[config.mk]
export PLATFORM = sky130hd
export DESIGN_NAME = call_add_compare_core
export DESIGN_NICKNAME = d
export VERILOG_FILES = /design/src/rtl/core_ops_pkg.sv /design/src/rtl/call_add_compare_core.sv
export SDC_FILE = /design/constraint.sdc
export NUM_CORES = 1
export LEC_CHECK = 0
export CAP_MARGIN = 20
export CORE_MARGIN = 1.5
export CORE_UTILIZATION = 65
export DETAILED_ROUTE_END_ITERATION = 10
export DONT_BUFFER_PORTS = 1
export PLACE_DENSITY = 0.85
export SYNTH_ARGS = -nofsm -noshare
export SYNTH_HDL_FRONTEND = slang
export SYNTH_SLANG_ARGS = --single-unit
export TNS_END_PERCENT = 5
[constraint.sdc]
create_clock -name ref_clk -period 4.5 [get_ports ref_clk]
set_input_delay 0.9 -clock ref_clk [delete_from_list [all_inputs] [get_ports ref_clk]]
set_output_delay 0.9 -clock ref_clk [all_outputs]
set_load 0.01 [all_outputs]
[src/rtl/core_ops_pkg.sv]
/*
 * Shared constants, opcode layout, decode types and the opcode decoder
 * for the call / add / logical-and / compare-branch execution core.
 * Assumes a single clock domain; used by the core and by the bench.
 */
`default_nettype none

package core_ops_pkg;

	// Paged transfer opcode tails; bits 7-5 carry target bits 10-8
	localparam logic [4:0] PAGE_CALL_TAIL = 5'h11;
	localparam logic [4:0] PAGE_JUMP_TAIL = 5'h01;

	// Families keyed by the high nibble of the opcode
	localparam logic [3:0] FAM_SUM       = 4'h2;
	localparam logic [3:0] FAM_SUM_CARRY = 4'h3;
	localparam logic [3:0] FAM_CONJ      = 4'h5;
	localparam logic [3:0] FAM_CMP       = 4'hB;

	// Low three bits inside a family when bit 3 is clear
	localparam logic [2:0] LOW_IMM     = 3'h4;
	localparam logic [2:0] LOW_DIR     = 3'h5;
	localparam logic [2:0] LOW_DIR_ACC = 3'h2;
	localparam logic [2:0] LOW_DIR_IMM = 3'h3;

	// Single-byte opcodes
	localparam logic [7:0] OP_CONJ_CARRY     = 8'h82;
	localparam logic [7:0] OP_CONJ_CARRY_INV = 8'hB0;
	localparam logic [7:0] OP_CMP_ACC_IMM    = 8'hB4;
	localparam logic [7:0] OP_CMP_ACC_DIR    = 8'hB5;
	localparam logic [7:0] OP_CONJ_DIR_ACC   = 8'h52;

	// Reset values and the bit-addressable area base (upper nibble)
	localparam logic [15:0] PC_RESET       = 16'h0000;
	localparam logic [7:0]  SP_RESET       = 8'h07;
	localparam logic [7:0]  ACC_RESET      = 8'h00;
	localparam logic [3:0]  BIT_AREA_UPPER = 4'h2;

	typedef enum logic [3:0] {
		K_NONE, K_PAGE_CALL, K_PAGE_JUMP, K_SUM, K_SUM_CARRY,
		K_CONJ_ACC, K_CONJ_DIR, K_CONJ_CARRY, K_CMP_BRANCH
	} op_kind_t;

	typedef enum logic [2:0] {M_NONE, M_REG, M_DIR, M_IND, M_BIT} opnd_mode_t;

	typedef struct packed {
		op_kind_t   kind;
		opnd_mode_t mode;
		logic [1:0] len;
	} decode_t;

	typedef struct packed {
		logic carry;
		logic halfCarry;
		logic signedWrap;
	} flags_t;

	// Opcode to kind, memory operand mode and instruction length
	function automatic decode_t decodeOp(input logic [7:0] op);
		decode_t d;
		d.kind = K_NONE;
		d.mode = M_NONE;
		d.len  = 2'd1;
		if (op[4:0] == PAGE_CALL_TAIL) begin
			d.kind = K_PAGE_CALL;
			d.len  = 2'd2;
		end else if (op[4:0] == PAGE_JUMP_TAIL) begin
			d.kind = K_PAGE_JUMP;
			d.len  = 2'd2;
		end else if (op == OP_CONJ_CARRY || op == OP_CONJ_CARRY_INV) begin
			d.kind = K_CONJ_CARRY;
			d.mode = M_BIT;
			d.len  = 2'd2;
		end else if (op[7:4] == FAM_CMP && op[3:2] != 2'b00) begin
			d.kind = K_CMP_BRANCH;
			d.len  = 2'd3;
			if (op[3])
				d.mode = M_REG;
			else if (op[2:1] == 2'b11)
				d.mode = M_IND;
			else if (op == OP_CMP_ACC_DIR)
				d.mode = M_DIR;
		end else if (op[7:4] == FAM_SUM || op[7:4] == FAM_SUM_CARRY
				|| op[7:4] == FAM_CONJ) begin
			d.kind = (op[7:4] == FAM_SUM) ? K_SUM
				: (op[7:4] == FAM_SUM_CARRY) ? K_SUM_CARRY : K_CONJ_ACC;
			if (op[3]) begin
				d.mode = M_REG;
			end else if (op[2:0] == LOW_IMM) begin
				d.len = 2'd2;
			end else if (op[2:0] == LOW_DIR) begin
				d.mode = M_DIR;
				d.len  = 2'd2;
			end else if (op[2:1] == 2'b11) begin
				d.mode = M_IND;
			end else if (op[7:4] == FAM_CONJ && op[2:1] == 2'b01) begin
				d.kind = K_CONJ_DIR;
				d.mode = M_DIR;
				d.len  = (op[2:0] == LOW_DIR_IMM) ? 2'd3 : 2'd2;
			end else begin
				d.kind = K_NONE;
			end
		end
		return d;
	endfunction

endpackage

`default_nettype wire

[src/rtl/call_add_compare_core.sv]
/*
 * Execution core for paged call/jump, add, add with carry-in, byte and
 * bit conjunction and compare-branch-unequal.
 * Assumes synchronous program and data memories: a read strobe in one
 * cycle returns its byte in the following cycle; writes take effect at
 * the edge that ends the write strobe cycle.
 */
// Contract
// - Page call: PC plus two, push low-first
// - Call target: PC[15:11], opcode[7:5], byte two
// - Page jump: same target, no stack, no flags
// - Add: sum to acc, carry and half-carry
// - Overflow is carry6 XOR carry7 for adds
// - Add with carry-in includes carry, same flags
// - Adds take register, direct, indirect, immediate
// - Byte conjunction stores AND, flags untouched
// - Read-modify-write reads port output latch
// - Conjunction opcodes 0x58+r, 0x55, 0x52
// - Bit conjunction clears carry on zero bit
// - Inverted variant uses complement, bit unchanged
// - Inverted bit conjunction opcode 0xB0, bit byte
// - Compare-branch: PC plus three, branch if unequal
// - Compare sets carry when first is smaller
// - Compare supports exactly four operand pairings
// - Register compare opcode 0xB8+r, imm, rel
// - Indirect compare opcode 0xB6+i, imm, rel
`default_nettype none

module call_add_compare_core
	import core_ops_pkg::*;
(
	// Clock and reset
	input  wire logic        ref_clk,
	input  wire logic        rst,
	// Program memory
	output logic             codeRe,
	output logic [15:0]      codeAddr,
	input  wire logic [7:0]  codeRdData,
	// Internal data memory, special registers and ports
	output logic             dataRe,
	output logic             dataRmw,
	output logic             dataWe,
	output logic [7:0]       dataAddr,
	output logic [7:0]       dataWrData,
	input  wire logic [7:0]  dataRdData,
	// Register bank select from the status word
	input  wire logic [1:0]  bankSel,
	// Architectural state
	output logic [15:0]      progCounter,
	output logic [7:0]       accumulator,
	output logic [7:0]       stackPointer,
	output flags_t           flags,
	// Status pulses
	output logic             instrDone,
	output logic             unknownOp
);

	////////////////////////////////////////////////////////////////////////
	// Sequencer state and instruction latches

	typedef enum logic [2:0] {
		ST_FETCH, ST_CWAIT, ST_CLAND, ST_DWAIT, ST_DLAND, ST_EXEC, ST_PUSH
	} state_t;

	state_t      state_r;
	logic [1:0]  idx_r;
	logic [7:0]  op_r;
	logic [7:0]  b2_r;
	logic [7:0]  b3_r;
	decode_t     dec_r;
	logic        ptrPhase_r;
	logic [7:0]  memVal_r;
	logic [7:0]  retHi_r;

	// Bytes as they land, before the latches catch them
	logic [7:0]  curOp;
	logic [7:0]  curB2;
	decode_t     curDec;
	logic        lastByte;
	logic [7:0]  firstDataAddr;

	assign curOp    = (idx_r == 2'd0) ? codeRdData : op_r;
	assign curB2    = (idx_r == 2'd1) ? codeRdData : b2_r;
	assign curDec   = (idx_r == 2'd0) ? decodeOp(codeRdData) : dec_r;
	assign lastByte = ({1'b0, idx_r} + 3'd1) >= {1'b0, curDec.len};

	// First data read: register, pointer register, direct or bit byte
	always_comb begin
		case (curDec.mode)
			M_REG:   firstDataAddr = {3'b000, bankSel, curOp[2:0]};
			M_IND:   firstDataAddr = {3'b000, bankSel, 2'b00, curOp[0]};
			M_BIT:   firstDataAddr = curB2[7] ? {curB2[7:3], 3'b000}
				: {BIT_AREA_UPPER, curB2[6:3]};
			default: firstDataAddr = curB2;
		endcase
	end

	// Main sequence: fetch bytes, read operands, execute, push
	always_ff @(posedge ref_clk) begin
		if (rst) begin
			state_r    <= ST_FETCH;
			idx_r      <= 2'd0;
			op_r       <= 8'h00;
			b2_r       <= 8'h00;
			b3_r       <= 8'h00;
			dec_r      <= '{K_NONE, M_NONE, 2'd1};
			ptrPhase_r <= 1'b0;
			memVal_r   <= 8'h00;
		end else begin
			case (state_r)
				ST_FETCH: begin
					idx_r   <= 2'd0;
					state_r <= ST_CWAIT;
				end
				ST_CWAIT: state_r <= ST_CLAND;
				ST_CLAND: begin
					case (idx_r)
						2'd0: begin
							op_r  <= codeRdData;
							dec_r <= curDec;
						end
						2'd1:    b2_r <= codeRdData;
						default: b3_r <= codeRdData;
					endcase
					ptrPhase_r <= (curDec.mode == M_IND);
					if (!lastByte) begin
						idx_r   <= idx_r + 2'd1;
						state_r <= ST_CWAIT;
					end else if (curDec.mode != M_NONE) begin
						state_r <= ST_DWAIT;
					end else begin
						state_r <= ST_EXEC;
					end
				end
				ST_DWAIT: state_r <= ST_DLAND;
				ST_DLAND: begin
					// Pointer landed: go round once more for the target byte
					ptrPhase_r <= 1'b0;
					memVal_r   <= dataRdData;
					state_r    <= ptrPhase_r ? ST_DWAIT : ST_EXEC;
				end
				ST_EXEC: state_r <= (dec_r.kind == K_PAGE_CALL) ? ST_PUSH : ST_FETCH;
				ST_PUSH: state_r <= ST_FETCH;
				default: state_r <= ST_FETCH;
			endcase
		end
	end

	////////////////////////////////////////////////////////////////////////
	// Execute datapath

	logic        carryIn;
	logic [7:0]  srcByte;
	logic [4:0]  sumLow;
	logic [7:0]  sumMid;
	logic [8:0]  sumAll;
	logic [15:0] pcInc;
	logic [15:0] pageTarget;
	logic [15:0] relTarget;
	logic [7:0]  cmpLeft;
	logic [7:0]  cmpRight;
	logic        bitOpnd;
	logic [7:0]  conjOther;

	// Immediate operands come from byte two, except byte three for 0x53; memory ones from the read
	assign srcByte = (dec_r.mode == M_NONE) ? b2_r : memVal_r;
	assign carryIn = (dec_r.kind == K_SUM_CARRY) & flags.carry;
	// sum with nibble and bit-6 carries
	assign sumLow = {1'b0, accumulator[3:0]} + {1'b0, srcByte[3:0]} + {4'h0, carryIn};
	assign sumMid = {1'b0, accumulator[6:0]} + {1'b0, srcByte[6:0]} + {7'h00, carryIn};
	assign sumAll = {1'b0, accumulator} + {1'b0, srcByte} + {8'h00, carryIn};

	assign pcInc = progCounter + {14'h0000, dec_r.len};
	assign pageTarget = {pcInc[15:11], op_r[7:5], b2_r};
	assign relTarget  = pcInc + {{8{b3_r[7]}}, b3_r};

	assign cmpLeft  = (op_r[3] | (op_r[2] & op_r[1])) ? memVal_r : accumulator;
	assign cmpRight = (op_r == OP_CMP_ACC_DIR) ? memVal_r : b2_r;

	assign bitOpnd = (op_r == OP_CONJ_CARRY_INV) ? ~memVal_r[b2_r[2:0]]
		: memVal_r[b2_r[2:0]];
	assign conjOther = (op_r == OP_CONJ_DIR_ACC) ? accumulator : b3_r;

	////////////////////////////////////////////////////////////////////////
	// Program counter

	always_ff @(posedge ref_clk) begin
		if (rst) begin
			progCounter <= PC_RESET;
		end else if (state_r == ST_EXEC) begin
			case (dec_r.kind)
				K_PAGE_CALL, K_PAGE_JUMP: progCounter <= pageTarget;
				K_CMP_BRANCH: progCounter <= (cmpLeft != cmpRight) ? relTarget : pcInc;
				default:      progCounter <= pcInc;
			endcase
		end
	end

	// Return address high byte kept for the second push
	always_ff @(posedge ref_clk) begin
		if (rst)
			retHi_r <= 8'h00;
		else if (state_r == ST_EXEC)
			retHi_r <= pcInc[15:8];
	end

	////////////////////////////////////////////////////////////////////////
	// Accumulator and flags

	always_ff @(posedge ref_clk) begin
		if (rst) begin
			accumulator <= ACC_RESET;
		end else if (state_r == ST_EXEC) begin
			case (dec_r.kind)
				K_SUM, K_SUM_CARRY: accumulator <= sumAll[7:0];
				K_CONJ_ACC:         accumulator <= accumulator & srcByte;
				default:            accumulator <= accumulator;
			endcase
		end
	end

	always_ff @(posedge ref_clk) begin
		if (rst) begin
			flags <= '{1'b0, 1'b0, 1'b0};
		end else if (state_r == ST_EXEC) begin
			case (dec_r.kind)
				K_SUM, K_SUM_CARRY: begin
					flags.carry     <= sumAll[8];
					flags.halfCarry <= sumLow[4];
					flags.signedWrap <= sumAll[8] ^ sumMid[7];
				end
				K_CONJ_CARRY: begin
					if (!bitOpnd)
						flags.carry <= 1'b0;
				end
				K_CMP_BRANCH: flags.carry <= (cmpLeft < cmpRight);
				default:      flags <= flags;
			endcase
		end
	end

	////////////////////////////////////////////////////////////////////////
	// Stack pointer

	always_ff @(posedge ref_clk) begin
		if (rst)
			stackPointer <= SP_RESET;
		else if ((state_r == ST_EXEC && dec_r.kind == K_PAGE_CALL) || state_r == ST_PUSH)
			stackPointer <= stackPointer + 8'h01;
	end

	////////////////////////////////////////////////////////////////////////
	// Program memory port; strobes are one-cycle registered pulses

	always_ff @(posedge ref_clk) begin
		if (rst) begin
			codeRe   <= 1'b0;
			codeAddr <= PC_RESET;
		end else begin
			codeRe <= 1'b0;
			if (state_r == ST_FETCH) begin
				codeRe   <= 1'b1;
				codeAddr <= progCounter;
			end else if (state_r == ST_CLAND && !lastByte) begin
				codeRe   <= 1'b1;
				codeAddr <= progCounter + {14'h0000, idx_r + 2'd1};
			end
		end
	end

	////////////////////////////////////////////////////////////////////////
	// Data memory port

	always_ff @(posedge ref_clk) begin
		if (rst) begin
			dataRe     <= 1'b0;
			dataRmw    <= 1'b0;
			dataWe     <= 1'b0;
			dataAddr   <= 8'h00;
			dataWrData <= 8'h00;
		end else begin
			dataRe  <= 1'b0;
			dataRmw <= 1'b0;
			dataWe  <= 1'b0;
			if (state_r == ST_CLAND && lastByte && curDec.mode != M_NONE) begin
				dataRe   <= 1'b1;
				dataAddr <= firstDataAddr;
				dataRmw  <= (curDec.kind == K_CONJ_DIR);
			end else if (state_r == ST_DLAND && ptrPhase_r) begin
				dataRe   <= 1'b1;
				dataAddr <= dataRdData;
			end else if (state_r == ST_EXEC && dec_r.kind == K_CONJ_DIR) begin
				dataWe     <= 1'b1;
				dataAddr   <= b2_r;
				dataWrData <= memVal_r & conjOther;
			end else if (state_r == ST_EXEC && dec_r.kind == K_PAGE_CALL) begin
				dataWe     <= 1'b1;
				dataAddr   <= stackPointer + 8'h01;
				dataWrData <= pcInc[7:0];
			end else if (state_r == ST_PUSH) begin
				dataWe     <= 1'b1;
				dataAddr   <= stackPointer + 8'h01;
				dataWrData <= retHi_r;
			end
		end
	end

	////////////////////////////////////////////////////////////////////////
	// Completion and unknown-opcode pulses

	// Unknown opcodes are stepped over as one-byte no-ops
	always_ff @(posedge ref_clk) begin
		if (rst) begin
			instrDone <= 1'b0;
			unknownOp <= 1'b0;
		end else begin
			instrDone <= (state_r == ST_EXEC && dec_r.kind != K_PAGE_CALL)
				|| state_r == ST_PUSH;
			unknownOp <= (state_r == ST_EXEC && dec_r.kind == K_NONE);
		end
	end

endmodule

`default_nettype wire

==> qor.yml <==
io_pins: 93
gp_congestion: 0.943
die_h_um: 117
wl_um: 23800
dr.first_iter.drc_count: 845
regToRegEndpoint: "progCounter[11]"
dieArea_sq_mm: 0.0138
p_switching_uw: 741
numClockSinks: 128
crit_chain: "or3b_4, a2111oi_4, o21ai_0, and3_1, a21oi_1, fa_1, o31ai_1, nand2_1, o21bai_2, or4_4, a221oi_2"
hold_viol_final: 0
tritoncts: "yes"
leakage_nw: 3.54
fin_crit_ns: 4.01
cts_buffer_depth: 2
post-route-util_pct: 72.1
dp_hpwl_um: 16400
cp_max_fo: 12
ys_top_cells_by_count: "134 x nor2_1, 128 x dfxtp_1, 117 x nand2_1, 90 x a21oi_1, 53 x o21ai_0"
clk_pin_slew_ns: 0.06
rrSetupSlack_ns: 0.51
track_usage_pct: 34.8
dp_slack_ns: 0.202
fin_crit_sh_pct: 89.2
yosys.area.top_type_share_pct: 30.2
port_buffers: 0
synth_nets: 1129
dr.pass1.iters: 6
pwr-share-seq_pct: 42.4
final_nets: 1099
fmax_mhz: 249
power.total_mw: 2.95
hold_path.class: "reg2reg"
synth_area_sq_mm: 0.00849
grt_pass1_vias: 7130
fp-row-count: 41
drt.antenna.violating_nets: 0
switching_share_pct: 25.2
ys_async_sr_fraction_pct: 0
cts_resized: 0
outcome: "completed"
cts_buffers: 17
intPower_mw: 2.20
grt_max_degree: 118
clk_latency_ns: 0.43
finalSetupTns_ns: 0
grt_overflow: 0
p_clk_share_pct: 48.9
endpoint_kind: "flip-flop"
yosysMostFrequentCell: "nor2_1"
area_growth_syn_to_layout_pct: 7.53
slew_violations: 0
cts.htree.levels: 4
critPathArrivalTime_ns: 4.36
worstMarginPinSlew_ns: 1.11
ys_types: 77
die_w_um: 117
synth_cells: 1063
post_cts_buffers: 0
yosysTopAreaCell: "dfxtp_1"
initial_core_util_pct: 67.0
ys.warnings.count: 0
ys_seq_area_share_pct: 30.2
avgRoutedWirePerCell_um: 19.5
finalClockSkew_ns: 0.00893
core_sq_mm: 0.0127
syn_area_per_cell_sq_um: 7.99
ff2ff_path_depth: 16
setup_viol: 0
slew_headroom_pct: 26.0
maxCapViolCount: 0
antenna_found_initial: 0
fin_ws_ns: 0.488
worst_hold_slack_ns: 0.477
combPwrFrac_pct: 8.7
setup.worst_path.start_class: "primary input"
ys_seq_elements: 128
min_path_cells: 2
vias: 7903
holdPathEnd: "dec_r[3]"
rsz0062_at_grt: "no"
yosys_most_used_dff: "dfxtp_1"
crit_required_ns: 4.85
slowest_stage: "or4_4"
synth-edff-count: 0
nFillCells: 1007
power.density_mw_per_mm2: 323
grt_pass1_wl_um: 36700
critPathKind: "in2reg"
ir_drop_v: 0.000216
drive_gt1_share_pct: 9.00
root_buffer: "clkbuf_16"
drcViolationCount: 0
cpPeakStageDelay_ns: 0.54
vias_per_cell: 6.49
synth_area_leaders: "dfxtp_1 30%, nor2_1 5.9%, ha_1 5.9%"
rr_startpoint: "progCounter[0]"
num_antenna_cells: 0
hold_path_startpoint: "dec_r[3]"
cts_hold_buf: 0
[kinds of logic (layout without fill, tap and decap cells)]
group           Yosys count  count (layout)  synth area share (%)
fa+ha+maj                46              46                  7.31
xor+xnor                 51              51                  5.26
buf+inv                  92              74                  4.85
compound gates          280             280                  22.0
simple gates            404             404                  22.4
flops                   128             128                  30.2
mux                      62              62                  8.00
[registers in the layout, summed over array words and instances, names as in the netlist]
name and count:
codeAddr 16, dataAddr 8, b2_r 8, op_r 8, stackPointer 8, unknownOp 1
state_r 3, idx_r 2, accumulator 8, dec_r 9, dataWrData 8, ptrPhase_r 1
flags 3, retHi_r 8, dataWe 1, progCounter 16, instrDone 1, dataRe 1
memVal_r 8, b3_r 8, dataRmw 1, codeRe 1
[critical path: cells and delay by family]
kind | cells | cell delay, ns
simple gates | 4 | 1.27
fa+ha+maj | 1 | 0.44
compound gates | 6 | 1.73
[layout make-up]
class	instances	area [sq um]	share of cell area [%]
timing repair buffer	15	113	1.23
clock inverter	9	131	1.44
multi-input combinational	843	5520	60.4
clock buffer	22	484	5.30
tap	172	215	2.36
sequential	128	2560	28.1
inverter	28	105	1.15
[layer usage]
layer	GRT usage, %	vias to the layer above	wire [um]
met5	0	-	0
met4	15.7	0	844
met3	11.3	58	2530
met2	53.0	413	10500
met1	44.9	3661	9930
li1	-	3771	-
[cells in the final DEF (no fill, tap or decap), types with 24 or more instances in the layout]
cell type  synthesis  routed
nor2_1           134     134
dfxtp_1          128     128
nand2_1          117     117
a21oi_1           90      90
o21ai_0           53      53
a211oi_1          40      40
ha_1              40      40
nor3_1            35      35
mux2i_1           33      33
inv_1             27      27
xnor2_1           27      27
mux2_2            27      27
xor2_1            24      24
[power groups by stage]
| stage | clock [mW] | combinational, mW | sequential, mW |
|---|---|---|---|
| floorplan | 0 | 0.228 | 1.24 |
| global placement | 0 | 0.243 | 1.27 |
| detailed placement | 0 | 0.250 | 1.27 |
| CTS | 1.44 | 0.254 | 1.25 |
| global route | 1.49 | 0.285 | 1.25 |
| finish | 1.44 | 0.258 | 1.25 |
[metrics by stage]
stage / std cells / area (sq um)
2_1_floorplan: 1063 / 8490
3_3_place_gp: 1186 / 8510
3_5_place_dp: 1186 / 8510
6_report: 1217 / 9130
5_1_grt: 1217 / 9130
4_1_cts: 1217 / 9130
[how the worst max path moves through the flow]
| stage | endpoint | slack (ns) | from | cells past startpoint |
|---|---|---|---|---|
| 2_1_floorplan | codeAddr[15] | 0.45 | codeRdData[5] | 13 |
| 3_3_place_gp | dataAddr[6] | 0.25 | codeRdData[4] | 11 |
| 3_5_place_dp | dataAddr[6] | 0.20 | codeRdData[4] | 11 |
| 4_1_cts | progCounter[11] | 0.55 | progCounter[0] | 16 |
| 5_1_grt | progCounter[15] | 0.20 | progCounter[0] | 15 |
| 6_report | dataAddr[6] | 0.49 | codeRdData[4] | 11 |
(Power assumes the default switching activity.)
